===== src/logic/hpc_pkg.sv =====
// hpc_pkg: shared constants of the high-speed pulse counter
package hpc_pkg;
    // ==========================================================
    // widths
    localparam int ADDR_W = 8;
    localparam int DATA_W = 32;
    localparam int CNT_W = 24;
    localparam logic [23:0] CNT_MAX = 24'hFFFFFF;

    // ==========================================================
    // register byte offsets
    localparam logic [7:0] OFS_CTRL = 8'h00;
    localparam logic [7:0] OFS_MODE = 8'h04;
    localparam logic [7:0] OFS_PRESET = 8'h08;
    localparam logic [7:0] OFS_SET = 8'h0C;
    localparam logic [7:0] OFS_CMD = 8'h10;
    localparam logic [7:0] OFS_COUNT = 8'h14;
    localparam logic [7:0] OFS_STATUS = 8'h18;
    localparam logic [7:0] OFS_MASK = 8'h1C;
    localparam logic [7:0] OFS_STATE = 8'h20;

    // ==========================================================
    // field positions
    localparam int CTRL_EN_BIT = 0;
    localparam int CTRL_DOWN_BIT = 1;
    localparam int CTRL_PRESET_BIT = 2;
    localparam int CMD_GO_BIT = 0;
    localparam int ST_WRAP_BIT = 0;
    localparam int ST_ERR_BIT = 1;
    localparam int ST_REACH_BIT = 2;
    localparam int MODE_EXT_PRESET_BIT = 4;
    localparam int MODE_DIR_B_BIT = 8;
    localparam int MODE_TWO_PHASE_BIT = 13;

    // ==========================================================
    // counter mode words
    localparam logic [15:0] MODE_1P_PROG = 16'h1000;
    localparam logic [15:0] MODE_1P_PRE = 16'h1010;
    localparam logic [15:0] MODE_1P_B = 16'h1100;
    localparam logic [15:0] MODE_1P_B_PRE = 16'h1110;
    localparam logic [15:0] MODE_2P_X1 = 16'h2001;
    localparam logic [15:0] MODE_2P_X2 = 16'h2002;
    localparam logic [15:0] MODE_2P_X4 = 16'h2004;
    localparam logic [15:0] MODE_2P_X1_PRE = 16'h2011;
    localparam logic [15:0] MODE_2P_X2_PRE = 16'h2012;
    localparam logic [15:0] MODE_2P_X4_PRE = 16'h2014;
    localparam logic [2:0] MULT_X1 = 3'h1;
    localparam logic [2:0] MULT_X2 = 3'h2;
    localparam logic [2:0] MULT_X4 = 3'h4;

    // ==========================================================
    // reset values
    localparam logic [15:0] MODE_RST = 16'h1000;
    localparam logic [2:0] MASK_RST = 3'h0;
endpackage : hpc_pkg


===== src/logic/hpc_counter.sv =====
// hpc_counter: mode-driven 24-bit high-speed pulse counter with register port
`timescale 1ns/100ps
`default_nettype none
// Notes on behaviour
// - bad mode/preset/set: error flag, not run
// - one-phase modes count phase A only
// - one-phase direction from B or program bit
// - preset modes take external preset input
// - other modes take program preset bit
// - two-phase modes count from A and B
// - two-phase multiply x1, x2, x4 by code
// - enable off stops and clears count
// - preset request loads preset value
// - two-phase direction from A/B phase order
// - wrap flag on 24-bit over or underflow
module hpc_counter (
    input wire logic clk_sys,
    input wire logic rst_n,
    input wire logic [7:0] addr,
    input wire logic [31:0] wr_data,
    input wire logic wr_en,
    input wire logic rd_en,
    output logic [31:0] rd_data,
    input wire logic phase_a,
    input wire logic phase_b,
    input wire logic preset_in,
    output logic irq,
    output logic instruction_error_flag,
    output logic wrap_flag,
    output logic count_ge_set,
    output logic running
);
    typedef struct packed {
        logic a_q;
        logic b_q;
        logic ctrl_en;
        logic ctrl_down;
        logic ctrl_preset;
        logic running;
        logic [31:0] pend_mode;
        logic [31:0] pend_preset;
        logic [31:0] pend_set;
        logic [15:0] mode;
        logic [23:0] preset_value;
        logic [23:0] set_value;
        logic [23:0] count;
        logic [2:0] status;
        logic [2:0] mask;
        logic ge;
        logic irq;
        logic [31:0] rdata;
    } hpc_state_t;

    hpc_state_t st_reg;
    hpc_state_t st_next;
    logic two_phase;
    logic ext_preset;
    logic preset_load;
    logic cnt_en;
    logic step;
    logic down;
    logic cmd_go;
    logic cmd_ok;
    logic [2:0] events;

    // ==========================================================
    // mode decode
    // validity of a staged mode word; cmd_ok adds the 24-bit field checks
    function automatic logic hpc_mode_ok(input logic [31:0] m);
        logic ok;
        ok = 1'b0;
        if (m[31:16] == 16'h0000) begin
            case (m[15:0])
                hpc_pkg::MODE_1P_PROG, hpc_pkg::MODE_1P_PRE,
                hpc_pkg::MODE_1P_B, hpc_pkg::MODE_1P_B_PRE,
                hpc_pkg::MODE_2P_X1, hpc_pkg::MODE_2P_X2,
                hpc_pkg::MODE_2P_X4, hpc_pkg::MODE_2P_X1_PRE,
                hpc_pkg::MODE_2P_X2_PRE, hpc_pkg::MODE_2P_X4_PRE: ok = 1'b1;
                default: ok = 1'b0;
            endcase
        end
        return ok;
    endfunction : hpc_mode_ok

    assign two_phase = st_reg.mode[hpc_pkg::MODE_TWO_PHASE_BIT];
    assign ext_preset = st_reg.mode[hpc_pkg::MODE_EXT_PRESET_BIT];
    // preset terminal is ignored unless the mode selects it
    assign preset_load = ext_preset ? preset_in : st_reg.ctrl_preset;
    // no counting until a valid instruction has been accepted
    assign cnt_en = st_reg.ctrl_en & st_reg.running;
    assign cmd_go = wr_en && (addr == hpc_pkg::OFS_CMD) && wr_data[hpc_pkg::CMD_GO_BIT];
    assign cmd_ok = hpc_mode_ok(st_reg.pend_mode)
        && (st_reg.pend_preset[31:24] == 8'h00)
        && (st_reg.pend_set[31:24] == 8'h00);

    // ==========================================================
    // edge decoder
    hpc_step_decode u_step (
        .a_prev(st_reg.a_q),
        .b_prev(st_reg.b_q),
        .a_now(phase_a),
        .b_now(phase_b),
        .two_phase(two_phase),
        .dir_from_b(st_reg.mode[hpc_pkg::MODE_DIR_B_BIT]),
        .prog_down(st_reg.ctrl_down),
        .mult(st_reg.mode[2:0]),
        .step(step),
        .down(down)
    );

    // ==========================================================
    // next-state logic
    always_comb begin
        st_next = st_reg;
        events = 3'h0;
        st_next.a_q = phase_a;
        st_next.b_q = phase_b;
        st_next.rdata = 32'h00000000;
        // register writes
        if (wr_en) begin
            case (addr)
                hpc_pkg::OFS_CTRL: begin
                    st_next.ctrl_en = wr_data[hpc_pkg::CTRL_EN_BIT];
                    st_next.ctrl_down = wr_data[hpc_pkg::CTRL_DOWN_BIT];
                    st_next.ctrl_preset = wr_data[hpc_pkg::CTRL_PRESET_BIT];
                end
                hpc_pkg::OFS_MODE: st_next.pend_mode = wr_data;
                hpc_pkg::OFS_PRESET: st_next.pend_preset = wr_data;
                hpc_pkg::OFS_SET: st_next.pend_set = wr_data;
                hpc_pkg::OFS_MASK: st_next.mask = wr_data[2:0];
                default: ;
            endcase
        end
        // instruction launch: a bad setting leaves the old config running
        if (cmd_go) begin
            if (cmd_ok) begin
                st_next.mode = st_reg.pend_mode[15:0];
                st_next.preset_value = st_reg.pend_preset[23:0];
                st_next.set_value = st_reg.pend_set[23:0];
                st_next.running = 1'b1;
            end else begin
                events[hpc_pkg::ST_ERR_BIT] = 1'b1;
            end
        end
        // count: clear beats preset, preset beats a pulse
        if (!cnt_en) begin
            st_next.count = 24'h000000;
        end else if (preset_load) begin
            st_next.count = st_reg.preset_value;
        end else if (step) begin
            if (down) begin
                st_next.count = st_reg.count - 24'h000001;
                events[hpc_pkg::ST_WRAP_BIT] = (st_reg.count == 24'h000000);
            end else begin
                st_next.count = st_reg.count + 24'h000001;
                events[hpc_pkg::ST_WRAP_BIT] = (st_reg.count == hpc_pkg::CNT_MAX);
            end
        end
        // reach compare lags the count by one cycle
        st_next.ge = cnt_en && (st_reg.count >= st_reg.set_value);
        events[hpc_pkg::ST_REACH_BIT] = st_next.ge & ~st_reg.ge;
        // sticky status: a new event wins over a same-cycle clear
        if (wr_en && addr == hpc_pkg::OFS_STATUS) begin
            st_next.status = (st_reg.status & ~wr_data[2:0]) | events;
        end else begin
            st_next.status = st_reg.status | events;
        end
        st_next.irq = |(st_next.status & st_next.mask);
        // register reads, answer in the following cycle
        if (rd_en) begin
            case (addr)
                hpc_pkg::OFS_CTRL: st_next.rdata = {29'h0, st_reg.ctrl_preset,
                                                    st_reg.ctrl_down, st_reg.ctrl_en};
                hpc_pkg::OFS_MODE: st_next.rdata = st_reg.pend_mode;
                hpc_pkg::OFS_PRESET: st_next.rdata = st_reg.pend_preset;
                hpc_pkg::OFS_SET: st_next.rdata = st_reg.pend_set;
                hpc_pkg::OFS_COUNT: st_next.rdata = {8'h00, st_reg.count};
                hpc_pkg::OFS_STATUS: st_next.rdata = {29'h0, st_reg.status};
                hpc_pkg::OFS_MASK: st_next.rdata = {29'h0, st_reg.mask};
                hpc_pkg::OFS_STATE: st_next.rdata = {st_reg.mode, 14'h0,
                                                     st_reg.ge, st_reg.running};
                default: st_next.rdata = 32'h00000000;
            endcase
        end
    end

    // ==========================================================
    // state register
    always_ff @(posedge clk_sys or negedge rst_n) begin
        if (!rst_n) begin
            st_reg <= '0;
            st_reg.mode <= hpc_pkg::MODE_RST;
            st_reg.pend_mode <= {16'h0000, hpc_pkg::MODE_RST};
            st_reg.mask <= hpc_pkg::MASK_RST;
        end else begin
            st_reg <= st_next;
        end
    end

    // outputs straight from the state flops
    assign rd_data = st_reg.rdata;
    assign irq = st_reg.irq;
    assign instruction_error_flag = st_reg.status[hpc_pkg::ST_ERR_BIT];
    assign wrap_flag = st_reg.status[hpc_pkg::ST_WRAP_BIT];
    assign count_ge_set = st_reg.ge;
    assign running = st_reg.running;
endmodule : hpc_counter
`default_nettype wire


===== src/logic/hpc_step_decode.sv =====
// hpc_step_decode: turns phase A/B edges into a count step and direction
`timescale 1ns/100ps
`default_nettype none
module hpc_step_decode (
    input wire logic a_prev,
    input wire logic b_prev,
    input wire logic a_now,
    input wire logic b_now,
    input wire logic two_phase,
    input wire logic dir_from_b,
    input wire logic prog_down,
    input wire logic [2:0] mult,
    output logic step,
    output logic down
);
    logic a_rise;
    logic a_edge;
    logic b_edge;

    // ==========================================================
    // edge detection against last sampled level
    assign a_rise = a_now & ~a_prev;
    assign a_edge = a_now ^ a_prev;
    assign b_edge = b_now ^ b_prev;

    // ==========================================================
    // step and direction selection
    always_comb begin
        step = 1'b0;
        down = 1'b0;
        if (!two_phase) begin
            step = a_rise; // pulses only on phase A
            down = dir_from_b ? b_now : prog_down; // B high means down
        end else begin
            case (mult) // multiplication by mode
                hpc_pkg::MULT_X1: begin
                    step = a_rise;
                    down = b_now; // B already high: B leads
                end
                hpc_pkg::MULT_X2: begin
                    step = a_edge;
                    down = ~(a_now ^ b_now);
                end
                hpc_pkg::MULT_X4: begin
                    // both phases moving at once is not quadrature; drop it
                    if (a_edge && !b_edge) begin
                        step = 1'b1;
                        down = ~(a_now ^ b_now);
                    end else if (b_edge && !a_edge) begin
                        step = 1'b1;
                        down = a_now ^ b_now;
                    end
                end
                default: begin
                    step = 1'b0;
                end
            endcase
        end
    end
endmodule : hpc_step_decode
`default_nettype wire


===== config.mk =====
export PLATFORM = sky130hd
export DESIGN_NAME = hpc_counter
export DESIGN_NICKNAME = d
export VERILOG_FILES = /design/src/logic/hpc_pkg.sv /design/src/logic/hpc_counter.sv /design/src/logic/hpc_step_decode.sv
export SDC_FILE = /design/constraint.sdc
export NUM_CORES = 1
export LEC_CHECK = 0
export BUFFER_PORTS_ARGS = -buffer_cell sky130_fd_sc_hd__buf_2
export CORE_MARGIN = 2
export CORE_UTILIZATION = 30
export DETAILED_ROUTE_END_ITERATION = 10
export SLEW_MARGIN = 20
export SYNTH_ARGS = -nofsm -noshare
export SYNTH_HDL_FRONTEND = slang
export SYNTH_SLANG_ARGS = --single-unit

===== constraint.sdc =====
create_clock -name clk_sys -period 6.3 [get_ports clk_sys]
set_input_delay 0 -clock clk_sys [delete_from_list [all_inputs] [get_ports clk_sys]]
set_output_delay 0 -clock clk_sys [all_outputs]
set_load 0.05 [all_outputs]

==> results.py, run 1 <==
metrics = {
    "timing": {
        "final_max_slew_viol_count": 0,
        "worst_slew_pin_slew_ps": 1060,
        "rsz0062_at_grt": "false",
        "fin_ws_ps": 2060,
        "finalClockSkew_ps": 11.4,
        "slew_headroom": 0.292,
        "hold_viol": 0,
        "fmax_ghz": 0.236,
        "fin_tns_setup_ps": 0,
        "setup-violations-final": 0,
        "period_share": 0.673,
        "layout_min_cycle_time_ps": 4240,
    },
    "finish": {
        "drive_gt1_frac": 0.272,
        "largest_register_ffs": 192,
        "mostFrequentLayoutCells": "dfrtp_1 (228), mux2_2 (132), buf_2 (82)",
        "nNetsFinal": 1214,
        "fill_cells": 3805,
        "seqCellArea_sq_mm": 0.00576,
        "area_growth_pct": 17.5,
        "final_common_cell": "dfrtp_1",
        "multi_input_area_sq_mm": 0.00544,
        "diodes": 0,
    },
    "clocking": {
        "post_cts.repair.setup_buffers": 0,
        "ctsResizeCount": 0,
        "cts_max_level": 1,
        "cts_tree": "yes",
        "clk_pin_slew_worst_paths_ps": 70,
        "clock-sinks": 230,
        "root_buffer": "clkbuf_16",
        "clock_path_buffers": 3,
        "clock_latency_ps": 530,
        "cts_buffers": 24,
    },
    "grt": {
        "antenna_found_initial": 0,
        "grt_pass1_wl_microns": 52200,
        "grt_max_degree": 117,
        "grt_overflow": 0,
        "grt_pass1_vias": 8722,
        "grt.total_usage": 0.164,
    },
    "setup_path": {
        "cp_common_cell": "ha_1",
        "cp_max_fo": 30,
        "cpPeakStageDelay_ps": 470,
        "critPathLaunchType": "register",
        "crit_path_top_delay_cell": "a221oi_1",
        "path_class": "reg2reg",
        "worstPathCellList": "inv_1 -> ha_1 -> inv_1 -> ha_1 -> nor2b_1 -> mux2i_1 -> o32a_1 -> nand2_1 -> buf_4 -> ha_1 -> nor3_1 -> a221oi_1 -> nand3_1 -> a31oi_1 -> a21o_1 -> nand2_1 -> mux2_2 -> a211oi_1",
        "cp_num_buf_inv": 3,
        "crit_family": "compound AO/OA/AOI/OAI gates",
        "required_ps": 6710,
        "arrival_ps": 4650,
        "cp-end-kind": "register",
    },
    "drt": {
        "viasPerCell": 5.21,
        "drc": 0,
        "drtAntennaViolNets": 0,
        "vias": 8604,
        "dr.pass1.iters": 6,
        "wire_per_inst_microns": 20.0,
        "routed_wl_microns": 33000,
        "drtIter0Drc": 514,
    },
    "yosys": {
        "syn_area_sq_mm": 0.0118,
        "synth_nets": 1128,
        "syn_inst": 1030,
        "synth_area_per_cell_sq_um": 11.4,
        "synth_seq_cells": 230,
        "synth_flop_cell": "dfrtp_1",
        "synth.yosys.seq_area_share": 0.489,
        "synth_edf_count": 0,
        "yosysUniqueCellTypes": 60,
        "async_reset_ff_frac": 1.00,
        "ys.warnings.count": 0,
    },
    "hold_path": {
        "hp-class": "in2reg",
    },
    "die": {
        "start_util": 0.304,
        "die_h_microns": 202,
        "dieArea_sq_mm": 0.0408,
        "num_rows": 72,
        "io_pins": 84,
        "coreArea_sq_mm": 0.0386,
        "die_w_microns": 202,
    },
    "power_and_ir_drop": {
        "cellLeakagePower_uw": 0.00663,
        "power.density_mw_per_mm2": 243,
        "ir_drop_v": 0.000146,
    },
    "placed_design": {
        "dp_hpwl_microns": 22300,
        "place_ws_ps": 2130,
        "place_congestion": 0.971,
        "port_buffers": 83,
    },
    "run": {
        "max_cap_viol_count": 0,
    },
    "status": {
        "outcome": "complete, no violations",
    },
}
==> through the flow <==
| stage | total power [uW] | std cells | utilization | hold slack, ps | instance area, sq um |
|---|---|---|---|---|---|
| 2_1_floorplan | 1650 | 1030 | - | -296 | 11800 |
| 3_3_place_gp | 1750 | 1569 | 0.324 | 155 | 12500 |
| 3_5_place_dp | 1750 | 1569 | 0.324 | 159 | 12500 |
| 4_1_cts | 3390 | 1652 | 0.358 | 14.0 | 13800 |
| 5_1_grt | 3480 | 1652 | 0.358 | 62.0 | 13800 |
| 6_report | 3360 | 1652 | 0.358 | 32.0 | 13800 |
==> power by group <==
group          switching (uW)  internal, uW
registers                32.1          1510
logic                     114          81.3
clock network             611          1010
==> Yosys cell counts (11+ instances only) <==
| cell type | number | area, sq um |
|---|---|---|
| a21o_1 | 21 | 158 |
| clkbuf_1 | 29 | 109 |
| nand3_1 | 12 | 60.1 |
| ha_1 | 50 | 626 |
| a21oi_1 | 75 | 375 |
| nor4_1 | 15 | 93.8 |
| xnor2_1 | 14 | 123 |
| o21ai_0 | 32 | 160 |
| nand4_1 | 16 | 100 |
| nand2_1 | 55 | 206 |
| buf_4 | 32 | 240 |
| dfrtp_1 | 228 | 5710 |
| a22oi_1 | 56 | 420 |
| and2_1 | 14 | 87.6 |
| nor3_1 | 12 | 60.1 |
| inv_1 | 38 | 143 |
| nand2b_1 | 11 | 68.8 |
| nor2_1 | 35 | 131 |
| mux2_2 | 132 | 1490 |
| mux2_4 | 28 | 420 |
| a31oi_1 | 13 | 81.3 |
==> kinds of logic (layout without fill, tap and decap cells) <==
group,count (synthesis),count (layout),synth area share
AOI/OAI and AO/OA,253,253,0.142
xor gates and xnor gates,18,18,0.0134
adders and majority gates,51,51,0.0549
buffers and inverters,116,220,0.0500
DFF,230,230,0.489
muxes,164,164,0.165
and+or+nand+nor,198,198,0.0855
==> final cells by class <==
cell class | instances | area share
Clock buffer | 31 | 0.0490
Clock inverter | 13 | 0.0164
Inverter | 39 | 0.0106
Multi-Input combinational cell | 684 | 0.393
Sequential cell | 230 | 0.416
Tap cell | 518 | 0.0469
Timing Repair Buffer | 137 | 0.0671
==> worst register-to-register path, cell delays in order (launching register included) <==
cell      delay [ps]
dfrtp_1          340
inv_1             50
ha_1             310
inv_1             50
ha_1             200
nor2b_1          120
mux2i_1           80
o32a_1           280
nand2_1           70
buf_4            330
ha_1             320
nor3_1            90
a221oi_1         470
nand3_1          220
a31oi_1          430
a21o_1           190
nand2_1           60
mux2_2           270
a211oi_1         270
==> repair_timing <==
item / 4_1_cts / 5_1_grt
hold buffers: 39 / 0
setup endpoints to repair: 0 / 0
hold endpoints to repair: 222 / 0
==> path summary, 6_finish.rpt <==
check / from / endpoint / slack (ps) / cells past startpoint
worst min-delay path: addr[6] / instruction_error_flag / 30 / 7
worst min register to register: st_reg[127] / st_reg[127] / 500 / 1
min in group asynchronous: rst_n / rd_data[3] / 140 / 2
max in group asynchronous: rst_n / rd_data[15] / 4640 / 3
worst max register to register: st_reg[229] / st_reg[62] / 2060 / 18
worst max-delay path: st_reg[229] / st_reg[62] / 2060 / 18
==> layer usage <==
layer	vias to the layer above	part of all wire	track usage
met1	4376	0.44	0.215
met4	0	0.036	0.0693
met3	54	0.044	0.0200
li1	3971	-	-
met5	-	0	0
met2	203	0.48	0.272
Power figures use the tool's default switching activity.
==> run 2, diff against run 1 <==
--- a/config.mk
+++ b/config.mk
@@ -5,6 +5,7 @@
 export SDC_FILE = /design/constraint.sdc
 export NUM_CORES = 1
 export LEC_CHECK = 0
+export ABC_AREA = 1
 export BUFFER_PORTS_ARGS = -buffer_cell sky130_fd_sc_hd__buf_2
 export CORE_MARGIN = 2
 export CORE_UTILIZATION = 30
==> constraint.sdc (replaced) <==
create_clock -name clk_sys -period 4.35 [get_ports clk_sys]
set_input_delay 0 -clock clk_sys [delete_from_list [all_inputs] [get_ports clk_sys]]
set_output_delay 0 -clock clk_sys [all_outputs]
set_load 0.05 [all_outputs]
==> results.py, run 2 <==
metrics = {
    "status": {
        "outcome": "complete, no violations",
    },
    "setup_path": {
        "required_ps": 4810,
        "crit_family": "simple AND/OR/NAND/NOR gates",
        "path_class": "reg2reg",
        "r2r_slack_ps": 840,
        "cp_max_fo": 24,
        "worstPathCellList": "inv_1 -> ha_1 -> inv_1 -> ha_1 -> nor2_1 -> nand2_1 -> nand2_1 -> nand2_1 -> nand3_1 -> nand2_1 -> inv_1 -> buf_4 -> ha_1 -> a21oi_1 -> nand2_1 -> inv_1 -> nor2_1 -> o21ai_0 -> nand3_1 -> nand2_1 -> nand3_1 -> nand2_1 -> nand2_1",
        "crit_end": "st_reg[62]",
        "crit_path_top_delay_cell": "ha_1",
        "startpoint": "st_reg[229]",
        "critPathLaunchType": "register",
        "reg2reg_to": "st_reg[62]",
        "arrival_ps": 3970,
        "cp-end-kind": "register",
        "cpPeakStageDelay_ps": 360,
        "cp_num_buf_inv": 5,
        "reg2reg_from": "st_reg[229]",
        "cp_common_cell": "nand2_1",
        "reg2reg_depth": 23,
        "crit_cells": 23,
    },
    "drt": {
        "dr.pass1.iters": 5,
        "drtAntennaViolNets": 0,
        "drtIter0Drc": 726,
        "viasPerCell": 4.87,
        "wire_per_inst_microns": 17.0,
        "drc": 0,
        "vias": 10643,
        "routed_wl_microns": 37100,
    },
    "timing": {
        "fmax_ghz": 0.285,
        "timing.hold.ws_ps": 32.9,
        "worst_slew_pin_slew_ps": 903,
        "fin_tns_setup_ps": 0,
        "rsz0062_at_grt": "false",
        "setup-violations-final": 0,
        "hold_viol": 0,
        "finalClockSkew_ps": 30.0,
        "slew_headroom": 0.398,
        "layout_min_cycle_time_ps": 3510,
        "period_share": 0.807,
        "fin_ws_ps": 840,
        "final_max_slew_viol_count": 0,
    },
    "yosys": {
        "synth_flop_cell": "dfrtp_1",
        "synth_top_area_share": 0.460,
        "synth.yosys.seq_area_share": 0.464,
        "syn_inst": 1558,
        "synth_top_area_cell": "dfrtp_1",
        "synth_area_per_cell_sq_um": 7.96,
        "synth_seq_cells": 230,
        "synth_most_common_cell": "nand2_1",
        "ys.warnings.count": 0,
        "synth_area_leaders": "dfrtp_1 (46%), nand2_1 (11%), inv_1 (6.4%)",
        "syn_area_sq_mm": 0.0124,
        "synth_nets": 1656,
        "async_reset_ff_frac": 1.00,
        "synth_common_cells": "nand2_1 (376), dfrtp_1 (228), inv_1 (212), nor2_1 (150), o21ai_1 (149)",
        "yosysUniqueCellTypes": 47,
        "synth_edf_count": 0,
    },
    "clocking": {
        "clock_path_buffers": 3,
        "clock-sinks": 230,
        "clk_pin_slew_worst_paths_ps": 70,
        "root_buffer": "clkbuf_16",
        "cts_max_level": 1,
        "cts_tree": "yes",
        "ctsResizeCount": 0,
        "cts_buffers": 26,
        "clock_latency_ps": 560,
        "holdBufCountCts": 40,
        "post_cts.repair.setup_buffers": 0,
    },
    "die": {
        "start_util": 0.304,
        "die_h_microns": 207,
        "io_pins": 84,
        "die_w_microns": 207,
        "num_rows": 74,
        "coreArea_sq_mm": 0.0408,
        "dieArea_sq_mm": 0.0430,
    },
    "grt": {
        "grt_overflow": 0,
        "antenna_found_initial": 0,
        "grt.total_usage": 0.171,
        "grt_pass1_wl_microns": 59100,
        "grt_max_degree": 102,
        "grt_pass1_vias": 10710,
    },
    "placed_design": {
        "place_ws_ps": 867,
        "dp_hpwl_microns": 26300,
        "dpl-instance-area_sq_mm": 0.0130,
        "place_congestion": 0.948,
        "port_buffers": 83,
        "place_inst": 2097,
    },
    "finish": {
        "final_cell_area_sq_mm": 0.0143,
        "area_growth_pct": 15.4,
        "final_common_cell": "nand2_1",
        "fill_cells": 4272,
        "nNetsFinal": 1731,
        "drive_gt1_frac": 0.105,
        "largest_register_ffs": 192,
        "multi_input_area_sq_mm": 0.00521,
        "diodes": 0,
        "mostFrequentLayoutCells": "nand2_1 (376), dfrtp_1 (228), inv_1 (212)",
        "fin_cells": 2185,
        "seqCellArea_sq_mm": 0.00576,
    },
    "run": {
        "max_cap_viol_count": 0,
    },
    "power_and_ir_drop": {
        "ir_drop_v": 0.000283,
        "cellLeakagePower_uw": 0.00699,
        "power.density_mw_per_mm2": 348,
    },
    "hold_path": {
        "hp-class": "in2reg",
    },
}
[run 2: cells by family after synthesis]
kind of cell,count (synthesis),share of synthesized area
mux,2,0.00161
simple gates,624,0.210
fa+ha+maj,51,0.0521
flops,230,0.464
compound gates,332,0.147
xor+xnor,12,0.00848
buf+inv,307,0.116
[run 2: tightest hold or removal path, stage by stage]
cell     delay, ps
buf_2          100
nor2_4          50
nand3_2        130
nor3_2          90
nand4_4        120
nand2_1         50
[run 2: worst min path at each step]
| stage | start | endpoint | cells after the start |
|---|---|---|---|
| global route | addr[6] | st_reg[120] | 6 |
| floorplan | rst_n | count_ge_set | 0 |
| finish | addr[7] | running | 6 |
| global placement | rst_n | st_reg[156] | 1 |
| CTS | addr[6] | running | 6 |
| detailed placement | rst_n | rd_data[25] | 1 |
[run 2: metrics by stage]
| step | utilization | total power [uW] |
|---|---|---|
| floorplan | - | 2460 |
| global placement | 0.317 | 2610 |
| detailed placement | 0.317 | 2610 |
| CTS | 0.350 | 5030 |
| global route | 0.350 | 5150 |
| finish | 0.350 | 4980 |
[run 2: cell type report]
| class | count | share of cell area |
|---|---|---|
| clock inverter | 9 | 0.00989 |
| timing repair buffer | 130 | 0.0614 |
| sequential | 230 | 0.403 |
| clock buffer | 39 | 0.0559 |
| inverter | 224 | 0.0591 |
| multi-input combinational | 1021 | 0.365 |
| tap | 532 | 0.0465 |
[run 2: report_power, final]
part           switching [uW]  internal (uW)  leakage [uW]
Clock                     933           1450      0.000467
Sequential               41.9           2190       0.00308
Combinational             241            125       0.00344
[run 2: layer usage]
layer,global-route usage,part of all wire
met5,0,0
met4,0.0640,0.033
met3,0.0157,0.044
met2,0.285,0.47
met1,0.230,0.45
